`src/verilog/sqc_pkg.sv`:
```
/*
 Constants for the transceiver quad configuration register space.
 Assumes 8 quads of 4 channels, an 18-bit byte address and byte data.
*/
package sqc_pkg;
	localparam int NUM_QUADS   = 8;
	localparam int CH_PER_QUAD = 4;
	localparam int NUM_CH      = NUM_QUADS * CH_PER_QUAD;
	localparam int ADDR_W      = 18;
	localparam int DATA_W      = 8;
	localparam int SYNC_STAGES = 3;

	// Printed base addresses of the register map
	localparam logic [17:0] BASE_CH_BCAST_L  = 18'h3_0000;
	localparam logic [17:0] BASE_CH_SIDE_L   = 18'h3_4000;
	localparam logic [17:0] BASE_CH_SINGLE_L = 18'h3_5000;
	localparam logic [17:0] BASE_QUAD_L      = 18'h3_6000;
	localparam logic [17:0] BASE_QUAD_BC_L   = 18'h3_6400;
	localparam logic [17:0] BASE_CH_BCAST_R  = 18'h3_8000;
	localparam logic [17:0] BASE_CH_SIDE_R   = 18'h3_C000;
	localparam logic [17:0] BASE_CH_SINGLE_R = 18'h3_D000;
	localparam logic [17:0] BASE_QUAD_R      = 18'h3_E000;
	localparam logic [17:0] BASE_QUAD_BC_R   = 18'h3_E400;
	localparam logic [17:0] BASE_IIR         = 18'h3_EF00;

	// Address fields derived from the bases above
	localparam logic [1:0] ADDR_TOP        = BASE_IIR[17:16];
	localparam int         SIDE_BIT        = 15;
	localparam logic [2:0] REGION_CH_SIDE  = BASE_CH_SIDE_L[14:12];
	localparam logic [2:0] REGION_CH_ONE   = BASE_CH_SINGLE_L[14:12];
	localparam logic [2:0] REGION_QUAD     = BASE_QUAD_L[14:12];
	localparam logic [3:0] QSEL_BCAST      = BASE_QUAD_BC_L[11:8];
	localparam logic [3:0] QSEL_IIR        = BASE_IIR[11:8];

	// Register offsets
	localparam logic [7:0] OFS_LINK_SYNC   = 8'h00;
	localparam logic [7:0] OFS_CH_PWR      = 8'h13;
	localparam logic [7:0] OFS_PROTO       = 8'h18;
	localparam logic [7:0] OFS_QUAD_PWR    = 8'h28;
	localparam logic [7:0] OFS_XCVR_RST    = 8'h41;
	localparam logic [7:0] OFS_QUAD_SRST   = 8'h43;
	localparam logic [7:0] OFS_IIR_SCRATCH = 8'h00;

	// Field positions: printed bit n sits at data[7-n]
	localparam int POS_LINK_SYNC = DATA_W - 1 - 7;
	localparam int POS_RX_PWR    = DATA_W - 1 - 6;
	localparam int POS_TX_PWR    = DATA_W - 1 - 7;
	localparam int POS_QUAD_PWR  = DATA_W - 1 - 1;
	localparam int POS_XCVR_RST  = DATA_W - 1 - 5;
	localparam int POS_QUAD_SRST = DATA_W - 1 - 7;

	// Hardware defaults
	localparam logic [7:0] RST_LINK_SYNC = 8'h00;
	localparam logic [7:0] RST_CH_PWR    = 8'h00;
	localparam logic [7:0] RST_PROTO     = 8'h00;
	localparam logic [7:0] RST_QUAD_PWR  = 8'h00;
	localparam logic [7:0] RST_XCVR_RST  = 8'h04;
	localparam logic [7:0] RST_QUAD_SRST = 8'h00;
	localparam logic [7:0] RST_IIR       = 8'h00;
	localparam logic [7:0] RST_RDATA     = 8'h00;

	localparam logic [7:0] PROTO_XAUI    = 8'h01;
endpackage

```
`src/verilog/sqc_regs.sv`:
```
/*
 Configuration register space of an 8-quad, 32-channel transceiver block,
 with single, quad-wide and side-wide broadcast writes and a loader port.
 Assumes the system bus and the configuration loader share clock_i, and
 that the quad reset pins arrive asynchronously.
*/
// How it works
// - Every shared, quad and channel register has its own 18-bit address.
// - Full address is the register offset added to the quad/channel base.
// - A single-channel write changes only that channel's copy.
// - A four-channel base per quad writes the register in all its channels.
// - Side-wide channel bases write the register in every quad on that side.
// - Side-wide quad bases write the quad register in every quad of that side.
// - The shared inter-quad group sits at its own base address.
// - Registers are bytes; printed bit 0 is the MSB, bit 7 the LSB.
// - Quad reset by register bit or pin restores hardware defaults.
// - The configuration loader writes quad and channel registers without bus.
// - Value 0x01 in quad offset 0x18 selects the 10G attachment-unit mode.
// - That mode aligns transmit clocks, sets transmit machine, enables encoder.
// - That mode enables aligner and decoder, sets receive link and rx machines.
// - Quad offset 0x28 bit 1 powers the quad up.
// - Channel offset 0x13 bit 6 powers receive, bit 7 powers transmit.
// - Quads and channels stay powered down from reset until bits are written.
// - Channel offset 0x00 bit 7 enables the receive link machine, default off.
// - Transceiver reset defaults on; clearing quad 0x41 bit 5 releases it.
// - Any change of the link enable forces that link machine to no-sync.
`timescale 1ns/1ps

module sqc_regs
	import sqc_pkg::*;
(
	// Clock and reset
	input  wire logic                 clock_i,
	input  wire logic                 rst_i,
	// System bus
	input  wire logic [ADDR_W-1:0]    sb_addr_i,
	input  wire logic [DATA_W-1:0]    sb_wdata_i,
	input  wire logic                 sb_we_i,
	input  wire logic                 sb_re_i,
	output logic      [DATA_W-1:0]    sb_rdata_o,
	output logic                      sb_ack_o,
	// Configuration loader
	input  wire logic                 cfg_we_i,
	input  wire logic [ADDR_W-1:0]    cfg_addr_i,
	input  wire logic [DATA_W-1:0]    cfg_data_i,
	// Quad reset pins
	input  wire logic [NUM_QUADS-1:0] quad_rst_i,
	// Per-quad controls
	output logic      [NUM_QUADS-1:0] quad_pwr_up_o,
	output logic      [NUM_QUADS-1:0] xcvr_rst_o,
	output logic      [NUM_QUADS-1:0] xaui_mode_o,
	output logic      [NUM_QUADS-1:0] tx_clk_sync_o,
	output logic      [NUM_QUADS-1:0] tx_sm_xaui_o,
	output logic      [NUM_QUADS-1:0] enc_en_o,
	output logic      [NUM_QUADS-1:0] word_align_en_o,
	output logic      [NUM_QUADS-1:0] dec_en_o,
	output logic      [NUM_QUADS-1:0] rx_link_sm_xaui_o,
	output logic      [NUM_QUADS-1:0] rx_sm_xaui_o,
	// Per-channel controls
	output logic      [NUM_CH-1:0]    rx_pwr_up_o,
	output logic      [NUM_CH-1:0]    tx_pwr_up_o,
	output logic      [NUM_CH-1:0]    link_sync_enable_o,
	output logic      [NUM_CH-1:0]    link_nosync_o
);

	logic [DATA_W-1:0] link_sync_q [NUM_CH];
	logic [DATA_W-1:0] ch_pwr_q    [NUM_CH];
	logic [DATA_W-1:0] proto_q     [NUM_QUADS];
	logic [DATA_W-1:0] quad_pwr_q  [NUM_QUADS];
	logic [DATA_W-1:0] xcvr_rst_q  [NUM_QUADS];
	logic [DATA_W-1:0] quad_srst_q [NUM_QUADS];
	logic [DATA_W-1:0] iir_q;
	logic [NUM_CH-1:0] link_prev_q;

	logic [SYNC_STAGES-1:0] qrst_sync_q [NUM_QUADS];
	logic [NUM_QUADS-1:0]   qrst_pin_q;
	logic [NUM_QUADS-1:0]   quad_clr;

	// Write path: the loader takes precedence over the bus
	logic              wr_en;
	logic [ADDR_W-1:0] wr_addr;
	logic [DATA_W-1:0] wr_data;
	logic              wr_space;
	logic              wr_side;
	logic [2:0]        wr_region;
	logic [3:0]        wr_qsel;
	logic [1:0]        wr_cq;
	logic [1:0]        wr_cc;
	logic [7:0]        wr_ofs;
	logic [NUM_QUADS-1:0] quad_hit;
	logic [NUM_CH-1:0]    ch_hit;
	logic              iir_hit;

	// A bus write that meets a loader write is lost, yet still acked
	assign wr_en     = sb_we_i | cfg_we_i;
	assign wr_addr   = cfg_we_i ? cfg_addr_i : sb_addr_i;
	assign wr_data   = cfg_we_i ? cfg_data_i : sb_wdata_i;
	assign wr_space  = wr_addr[17:16] == ADDR_TOP;
	assign wr_side   = wr_addr[SIDE_BIT];
	assign wr_region = wr_addr[14:12];
	assign wr_qsel   = wr_addr[11:8];
	assign wr_cq     = wr_addr[11:10];
	assign wr_cc     = wr_addr[9:8];
	assign wr_ofs    = wr_addr[7:0];

	// The shared group is one scratch byte, reached on the right side only
	assign iir_hit = wr_en && wr_space && wr_side
		&& wr_region == REGION_QUAD && wr_qsel == QSEL_IIR;

	// Quad q sits on side q/4 at slot q%4; broadcast hits every slot
	genvar q;
	generate
		for (q = 0; q < NUM_QUADS; q++)
		begin : g_quad
			localparam logic       QSIDE = (q / CH_PER_QUAD) != 0;
			localparam logic [1:0] QSLOT = 2'(q % CH_PER_QUAD);

			assign quad_hit[q] = wr_en && wr_space && wr_side == QSIDE
				&& wr_region == REGION_QUAD
				&& (wr_qsel == {2'b00, QSLOT}
				|| wr_qsel == QSEL_BCAST);

			// Pin reset passes three flops; only an agreed change counts
			// The first flop feeds only the second, so a metastable value
			// never reaches the decision
			always_ff @(posedge clock_i or posedge rst_i)
			begin
				if (rst_i)
				begin
					qrst_sync_q[q] <= '0;
					qrst_pin_q[q]  <= 1'b0;
				end
				else
				begin
					qrst_sync_q[q] <= {qrst_sync_q[q][SYNC_STAGES-2:0],
						quad_rst_i[q]};
					if (qrst_sync_q[q][1] == qrst_sync_q[q][2])
						qrst_pin_q[q] <= qrst_sync_q[q][2];
				end
			end

			assign quad_clr[q] = qrst_pin_q[q]
				| quad_srst_q[q][POS_QUAD_SRST];

			// Soft reset bit itself only clears on the pin, so it can be
			// held and released by software
			always_ff @(posedge clock_i or posedge rst_i)
			begin
				if (rst_i)
					quad_srst_q[q] <= RST_QUAD_SRST;
				else if (qrst_pin_q[q])
					quad_srst_q[q] <= RST_QUAD_SRST;
				else if (quad_hit[q] && wr_ofs == OFS_QUAD_SRST)
					quad_srst_q[q] <= wr_data;
			end

			always_ff @(posedge clock_i or posedge rst_i)
			begin
				if (rst_i)
				begin
					proto_q[q]    <= RST_PROTO;
					quad_pwr_q[q] <= RST_QUAD_PWR;
					xcvr_rst_q[q] <= RST_XCVR_RST;
				end
				else if (quad_clr[q])
				begin
					proto_q[q]    <= RST_PROTO;
					quad_pwr_q[q] <= RST_QUAD_PWR;
					xcvr_rst_q[q] <= RST_XCVR_RST;
				end
				else if (quad_hit[q])
				begin
					if (wr_ofs == OFS_PROTO)
						proto_q[q] <= wr_data;
					if (wr_ofs == OFS_QUAD_PWR)
						quad_pwr_q[q] <= wr_data;
					if (wr_ofs == OFS_XCVR_RST)
						xcvr_rst_q[q] <= wr_data;
				end
			end

			always_ff @(posedge clock_i or posedge rst_i)
			begin
				if (rst_i)
				begin
					xaui_mode_o[q]   <= 1'b0;
					quad_pwr_up_o[q] <= 1'b0;
					xcvr_rst_o[q]    <= 1'b1;
				end
				else
				begin
					xaui_mode_o[q]   <= proto_q[q] == PROTO_XAUI;
					quad_pwr_up_o[q] <= quad_pwr_q[q][POS_QUAD_PWR];
					xcvr_rst_o[q]    <= xcvr_rst_q[q][POS_XCVR_RST];
				end
			end

			// The mode drives the whole datapath setup with one write
			// Outputs lag their registers by one flop, so a loader image
			// and a bus write look the same downstream
			assign tx_clk_sync_o[q]     = xaui_mode_o[q];
			assign tx_sm_xaui_o[q]      = xaui_mode_o[q];
			assign enc_en_o[q]          = xaui_mode_o[q];
			assign word_align_en_o[q]   = xaui_mode_o[q];
			assign dec_en_o[q]          = xaui_mode_o[q];
			assign rx_link_sm_xaui_o[q] = xaui_mode_o[q];
			assign rx_sm_xaui_o[q]      = xaui_mode_o[q];
		end
	endgenerate

	// Channel c sits in quad c/4 and follows that quad's reset
	genvar c;
	generate
		for (c = 0; c < NUM_CH; c++)
		begin : g_ch
			localparam int         CQ    = c / CH_PER_QUAD;
			localparam logic       CSIDE = (CQ / CH_PER_QUAD) != 0;
			localparam logic [1:0] CSLOT = 2'(CQ % CH_PER_QUAD);
			localparam logic [1:0] CIDX  = 2'(c % CH_PER_QUAD);

			assign ch_hit[c] = wr_en && wr_space && wr_side == CSIDE
				&& ((wr_region == {1'b0, CSLOT})
				|| wr_region == REGION_CH_SIDE
				|| (wr_region == REGION_CH_ONE
				&& wr_cq == CSLOT && wr_cc == CIDX));

			always_ff @(posedge clock_i or posedge rst_i)
			begin
				if (rst_i)
				begin
					link_sync_q[c] <= RST_LINK_SYNC;
					ch_pwr_q[c]    <= RST_CH_PWR;
				end
				else if (quad_clr[CQ])
				begin
					link_sync_q[c] <= RST_LINK_SYNC;
					ch_pwr_q[c]    <= RST_CH_PWR;
				end
				else if (ch_hit[c])
				begin
					if (wr_ofs == OFS_LINK_SYNC)
						link_sync_q[c] <= wr_data;
					if (wr_ofs == OFS_CH_PWR)
						ch_pwr_q[c] <= wr_data;
				end
			end

			always_ff @(posedge clock_i or posedge rst_i)
			begin
				if (rst_i)
				begin
					link_sync_enable_o[c] <= 1'b0;
					rx_pwr_up_o[c]        <= 1'b0;
					tx_pwr_up_o[c]        <= 1'b0;
					link_prev_q[c]        <= 1'b0;
					link_nosync_o[c]      <= 1'b0;
				end
				else
				begin
					link_sync_enable_o[c] <= link_sync_q[c][POS_LINK_SYNC];
					rx_pwr_up_o[c]        <= ch_pwr_q[c][POS_RX_PWR];
					tx_pwr_up_o[c]        <= ch_pwr_q[c][POS_TX_PWR];
					// Either edge of the enable restarts synchronisation
					link_prev_q[c]   <= link_sync_q[c][POS_LINK_SYNC];
					link_nosync_o[c] <= link_prev_q[c]
						!= link_sync_q[c][POS_LINK_SYNC];
				end
			end
		end
	endgenerate

	always_ff @(posedge clock_i or posedge rst_i)
	begin
		if (rst_i)
			iir_q <= RST_IIR;
		else if (iir_hit && wr_ofs == OFS_IIR_SCRATCH)
			iir_q <= wr_data;
	end

	// Read path: only single-target addresses read back; broadcast
	// addresses read zero since several copies may differ
	logic       rd_space;
	logic       rd_side;
	logic [2:0] rd_region;
	logic [3:0] rd_qsel;
	logic [7:0] rd_ofs;
	logic [2:0] rd_quad;
	logic [4:0] rd_ch;
	logic [DATA_W-1:0] rd_d;

	assign rd_space  = sb_addr_i[17:16] == ADDR_TOP;
	assign rd_side   = sb_addr_i[SIDE_BIT];
	assign rd_region = sb_addr_i[14:12];
	assign rd_qsel   = sb_addr_i[11:8];
	assign rd_ofs    = sb_addr_i[7:0];
	assign rd_quad   = {rd_side, sb_addr_i[9:8]};
	assign rd_ch     = {rd_side, sb_addr_i[11:8]};

	always_comb
	begin
		rd_d = RST_RDATA;
		if (rd_space && rd_region == REGION_QUAD && rd_qsel[3:2] == 2'b00)
		begin
			unique case (rd_ofs)
				OFS_PROTO:     rd_d = proto_q[rd_quad];
				OFS_QUAD_PWR:  rd_d = quad_pwr_q[rd_quad];
				OFS_XCVR_RST:  rd_d = xcvr_rst_q[rd_quad];
				OFS_QUAD_SRST: rd_d = quad_srst_q[rd_quad];
				default:       rd_d = RST_RDATA;
			endcase
		end
		else if (rd_space && rd_region == REGION_CH_ONE)
		begin
			unique case (rd_ofs)
				OFS_LINK_SYNC: rd_d = link_sync_q[rd_ch];
				OFS_CH_PWR:    rd_d = ch_pwr_q[rd_ch];
				default:       rd_d = RST_RDATA;
			endcase
		end
		else if (rd_space && rd_side && rd_region == REGION_QUAD
			&& rd_qsel == QSEL_IIR && rd_ofs == OFS_IIR_SCRATCH)
			rd_d = iir_q;
	end

	always_ff @(posedge clock_i or posedge rst_i)
	begin
		if (rst_i)
		begin
			sb_rdata_o <= RST_RDATA;
			sb_ack_o   <= 1'b0;
		end
		else
		begin
			// Every bus request is acked, mapped or not, so a host never hangs
			sb_ack_o <= sb_we_i | sb_re_i;
			// Read data holds until the next read for a slow host
			if (sb_re_i)
				sb_rdata_o <= rd_d;
		end
	end

endmodule

```
`config.mk`:
```
export PLATFORM = sky130hd
export DESIGN_NAME = sqc_regs
export DESIGN_NICKNAME = d
export VERILOG_FILES = /design/src/verilog/sqc_pkg.sv /design/src/verilog/sqc_regs.sv
export SDC_FILE = /design/constraint.sdc
export NUM_CORES = 2
export LEC_CHECK = 0
export ABC_AREA = 1
export ABC_CLOCK_PERIOD_IN_PS = 94700
export BUFFER_PORTS_ARGS = -buffer_cell sky130_fd_sc_hd__clkbuf_2
export CAP_MARGIN = 40
export CORE_MARGIN = 1
export CORE_UTILIZATION = 45
export CTS_CLUSTER_SIZE = 25
export DETAILED_ROUTE_END_ITERATION = 10
export MAX_ROUTING_LAYER = met4
export SYNTH_ARGS = -nofsm -noshare
export SYNTH_HDL_FRONTEND = slang
export SYNTH_SLANG_ARGS = --single-unit
export TNS_END_PERCENT = 50
```
`constraint.sdc`:
```
create_clock -name clock_i -period 94.7 [get_ports clock_i]
set_input_delay 23.675 -clock clock_i [delete_from_list [all_inputs] [get_ports clock_i]]
set_output_delay 23.675 -clock clock_i [all_outputs]
set_load 0.005 [all_outputs]
```
==> out/results.txt <==
startpoint-to-endpoint class of the critical path - input pin to register
dominant delay contributor by cell family on the critical path - buffers and inverters
via count - 36420
first-pass GRT wire length - 221400 microns
Slew Limit Fails - 0
DRT Pass-1 Iters - 7
netlist area before placement - 43330 sq um
WL per Instance - 22.10 microns
filler instances - 9143
fraction of synthesized cell area taken by the top area cell type - 0.5503
maximum clock frequency - 37.20 MHz
postcts setup bufs - 0
antenna violations before repair - 0
total die area - 97540 sq um
max_cap viols - 0
overall die height - 312.3 microns
count of port buffers added during placement - 281
Initial Util - 0.4554
Total Wirelength - 146300 microns
FF+latch count, synth - 969
Skew-Pair Late Insertion Delay - 680 ps
Unique masters post-synth - 40
crit-path most repeated cell - nand3_1
number of buffers created by CTS - 105
TritonCTS clock tree - yes
list of cells traversed by the critical path - buf_8 > inv_8 > buf_4 > buf_16 > buf_4 > nand2_1 > nand3_1 > nand3_1 > nand3_1 > nand3_1 > nand2_1 > nand2_1 > nand3_1 > nand2_1 > a21oi_1
share of post-route cells with drive strength above 1 - 0.1346
WP depth - 15
unrepaired setup endpoints after global routing - false
post-detailed-route DRC marker count - 0
mean cell area of the mapped netlist - 8.403 sq um
Bufs and invs on worst path - 5
worst hold-check path type - register to register
number of top-level design ports - 282
number of global-route vias before repair - 33740
number of vias per cell - 5.503
crit-path max cell delay - 680 ps
Layout Nets - 5331
worst setup timing slack at the placement stage - 67300 ps
dominant synthesized flop cell - dfrtp_1
Crit. End Element - register
total negative slack for setup checks - 0 ps
clock sink count - 969
Clock transition at path regs - 60 ps
hold violation count in the final report - 0
worst-path maximum fanout - 122
IR drop worst, VDD - 0.01927 mV
HPWL Detailed - 99760 microns
Yosys top cell by area - dfrtp_1
Mapped Cells - 5157
async set-or-reset flop fraction in the synthesized netlist - 1.000
Core Region - 95150 sq um
slew margin rel. - 0.2994
final weighted congestion in routability-driven placement - 0.9852
row count - 113
worst endpoint required time - 95300 ps
final worst-path setup slack - 67820 ps
arrival time reported for the critical path endpoint - 27480 ps
Least-Margin Pin Slew - 1051 ps
Area Growth Syn to Fin - 13.37%
total of hold buffers inserted after clock tree synthesis - 0
library cell used as clock root buffer - clkbuf_16
power density relative to cell area - 24.12 nW/um^2
status - finished clean
cell types occupying the most area after synthesis - dfrtp_1 (55%), nand2_1 (15%), o21ai_1 (5.8%)
worst reg2reg path depth - 6
Post-synth EDFFs - 0
min cycle time layout - 26880 ps
CP max-delay cell - buf_4
CTS Buffer Depth - 3
CTS HTree Levels - 3
leakage power summed over all cells - 23.43 nW
number of nets with antenna violations after routing - 0
synth cell count leaders - nand2_1 (1674), dfrtp_1 (953), o21ai_1 (505)
aggregate global-route resource usage - 0.3091
fin crit share - 0.2839
final-report setup violation count - 0
initial detailed-routing violation count - 4540
count leader, synth - nand2_1
number of cells on the worst hold path - 0
total grt overflow - 0
clk_skew - 27.53 ps
Mapped Nets - 5222
sequential-to-total area share from yosys stat - 0.5600
number of gates given a new drive strength after cts - 0
critical path launch point type - input pin
Yosys Warn Count - 0
pin count of the biggest net entering global routing - 166
die width - 312.3 microns
==> path summary, 6_finish.rpt <==
check	slack [ps]	startpoint	endpoint
hold / removal	350	qrst_sync_q[3]	qrst_sync_q[4]
min in group asynchronous	23130	rst_i	tx_pwr_up_o[30]
hold reg to reg	350	qrst_sync_q[3]	qrst_sync_q[4]
max in group asynchronous	68310	rst_i	rx_pwr_up_o[6]
setup / recovery	67820	sb_addr_i[8]	sb_rdata_o[7]
setup reg to reg	92460	qrst_pin_q[0]	xcvr_rst_q[56]
==> cell type report <==
cell class              count  area (sq um)  area share
clock inverters            54         651.9     0.01327
repair buffers            372          2441     0.04969
diodes                      2         5.005   0.0001019
inverters                 281          1071     0.02180
multi-input cells        3537         16090      0.3275
flip-flops and latches    969         24270      0.4940
well taps                1265          1583     0.03222
clock buffers             138          3017     0.06140
==> registers in the layout (all words and copies together) (netlist names) <==
register       flops
dec_en_o           8
ch_pwr_q         256
sb_ack_o           1
link_prev_q       32
link_sync_q      256
proto_q           64
quad_pwr_up_o      8
link_nosync_o     32
rx_pwr_up_o       32
xcvr_rst_o         8
tx_pwr_up_o       32
xcvr_rst_q        64
qrst_pin_q         8
sb_rdata_o         8
quad_pwr_q        64
qrst_sync_q       24
quad_srst_q       64
iir_q              8
==> routing by layer <==
metal  track usage  part of all wire  up-vias
met2        0.4541              0.45     1572
met1        0.4282              0.43    17630
met5             -                 0        -
li1              -                 -    16980
met3       0.05269             0.084      237
met4        0.1173             0.039        0
==> through the flow <==
step	total power, mW	area (sq um)	hold WS, ps	util	std cells
after floorplan	0.6724	43330	331.2	-	5157
after global placement	0.7479	44820	333.7	0.4711	6381
after detailed placement	0.7557	45430	334.7	0.4774	6423
after CTS	1.191	49100	347.9	0.5160	6615
after global routing	1.242	49120	363.8	0.5163	6616
final	1.185	49130	345.6	0.5163	6618
==> layout by cell type (no fill, tap or decap), types with 4 or more instances in the layout <==
master      count
xor2_1         32
bufinv_16      13
a21oi_1       130
a21oi_2         9
buf_4          63
clkbuf_2      279
nand2_2        64
o21ai_2        50
or2_2          10
clkbuf_16     109
nand2_1      1674
clkbuf_8       18
dfrtp_1       953
clkbuf_1       11
nand4_1         8
o21ai_1       503
buf_16         14
o22ai_1        65
nand3_1       371
inv_1         268
clkinv_1        4
o211ai_1       35
inv_2           6
inv_6           4
nor2_1        202
clkinv_2       23
dfstp_2        16
maj3_1          8
nor3_1          5
clkinvlp_4     12
nor4_1          5
o21ai_0       346
buf_2           7
buf_12          5
==> kinds of logic (layout without fill, tap and decap cells) <==
group	count (synthesis)	after routing	share of synthesized area
mux	1	1	0.0002310
buf+inv	651	845	0.06912
flops	969	969	0.5600
other cells	0	2	0
compound gates	1140	1140	0.1406
xor+xnor	32	32	0.006468
fa+ha+maj	8	8	0.001848
simple gates	2356	2356	0.2217
==> worst register-to-register path, stage by stage (launching register included) <==
cell and delay [ps]:
dfrtp_1 430, nor2_1 130, buf_4 260, clkinv_1 340, a21oi_1 600, buf_4 270
o21ai_0 90
==> power by group <==
part	switching (mW)	leakage [nW]	internal, mW
Sequential	0.0482	12.5	0.494
Combinational	0.139	9.16	0.0696
Clock	0.175	1.79	0.259
Total	0.362	23.4	0.823
(Power assumes the default switching activity.)
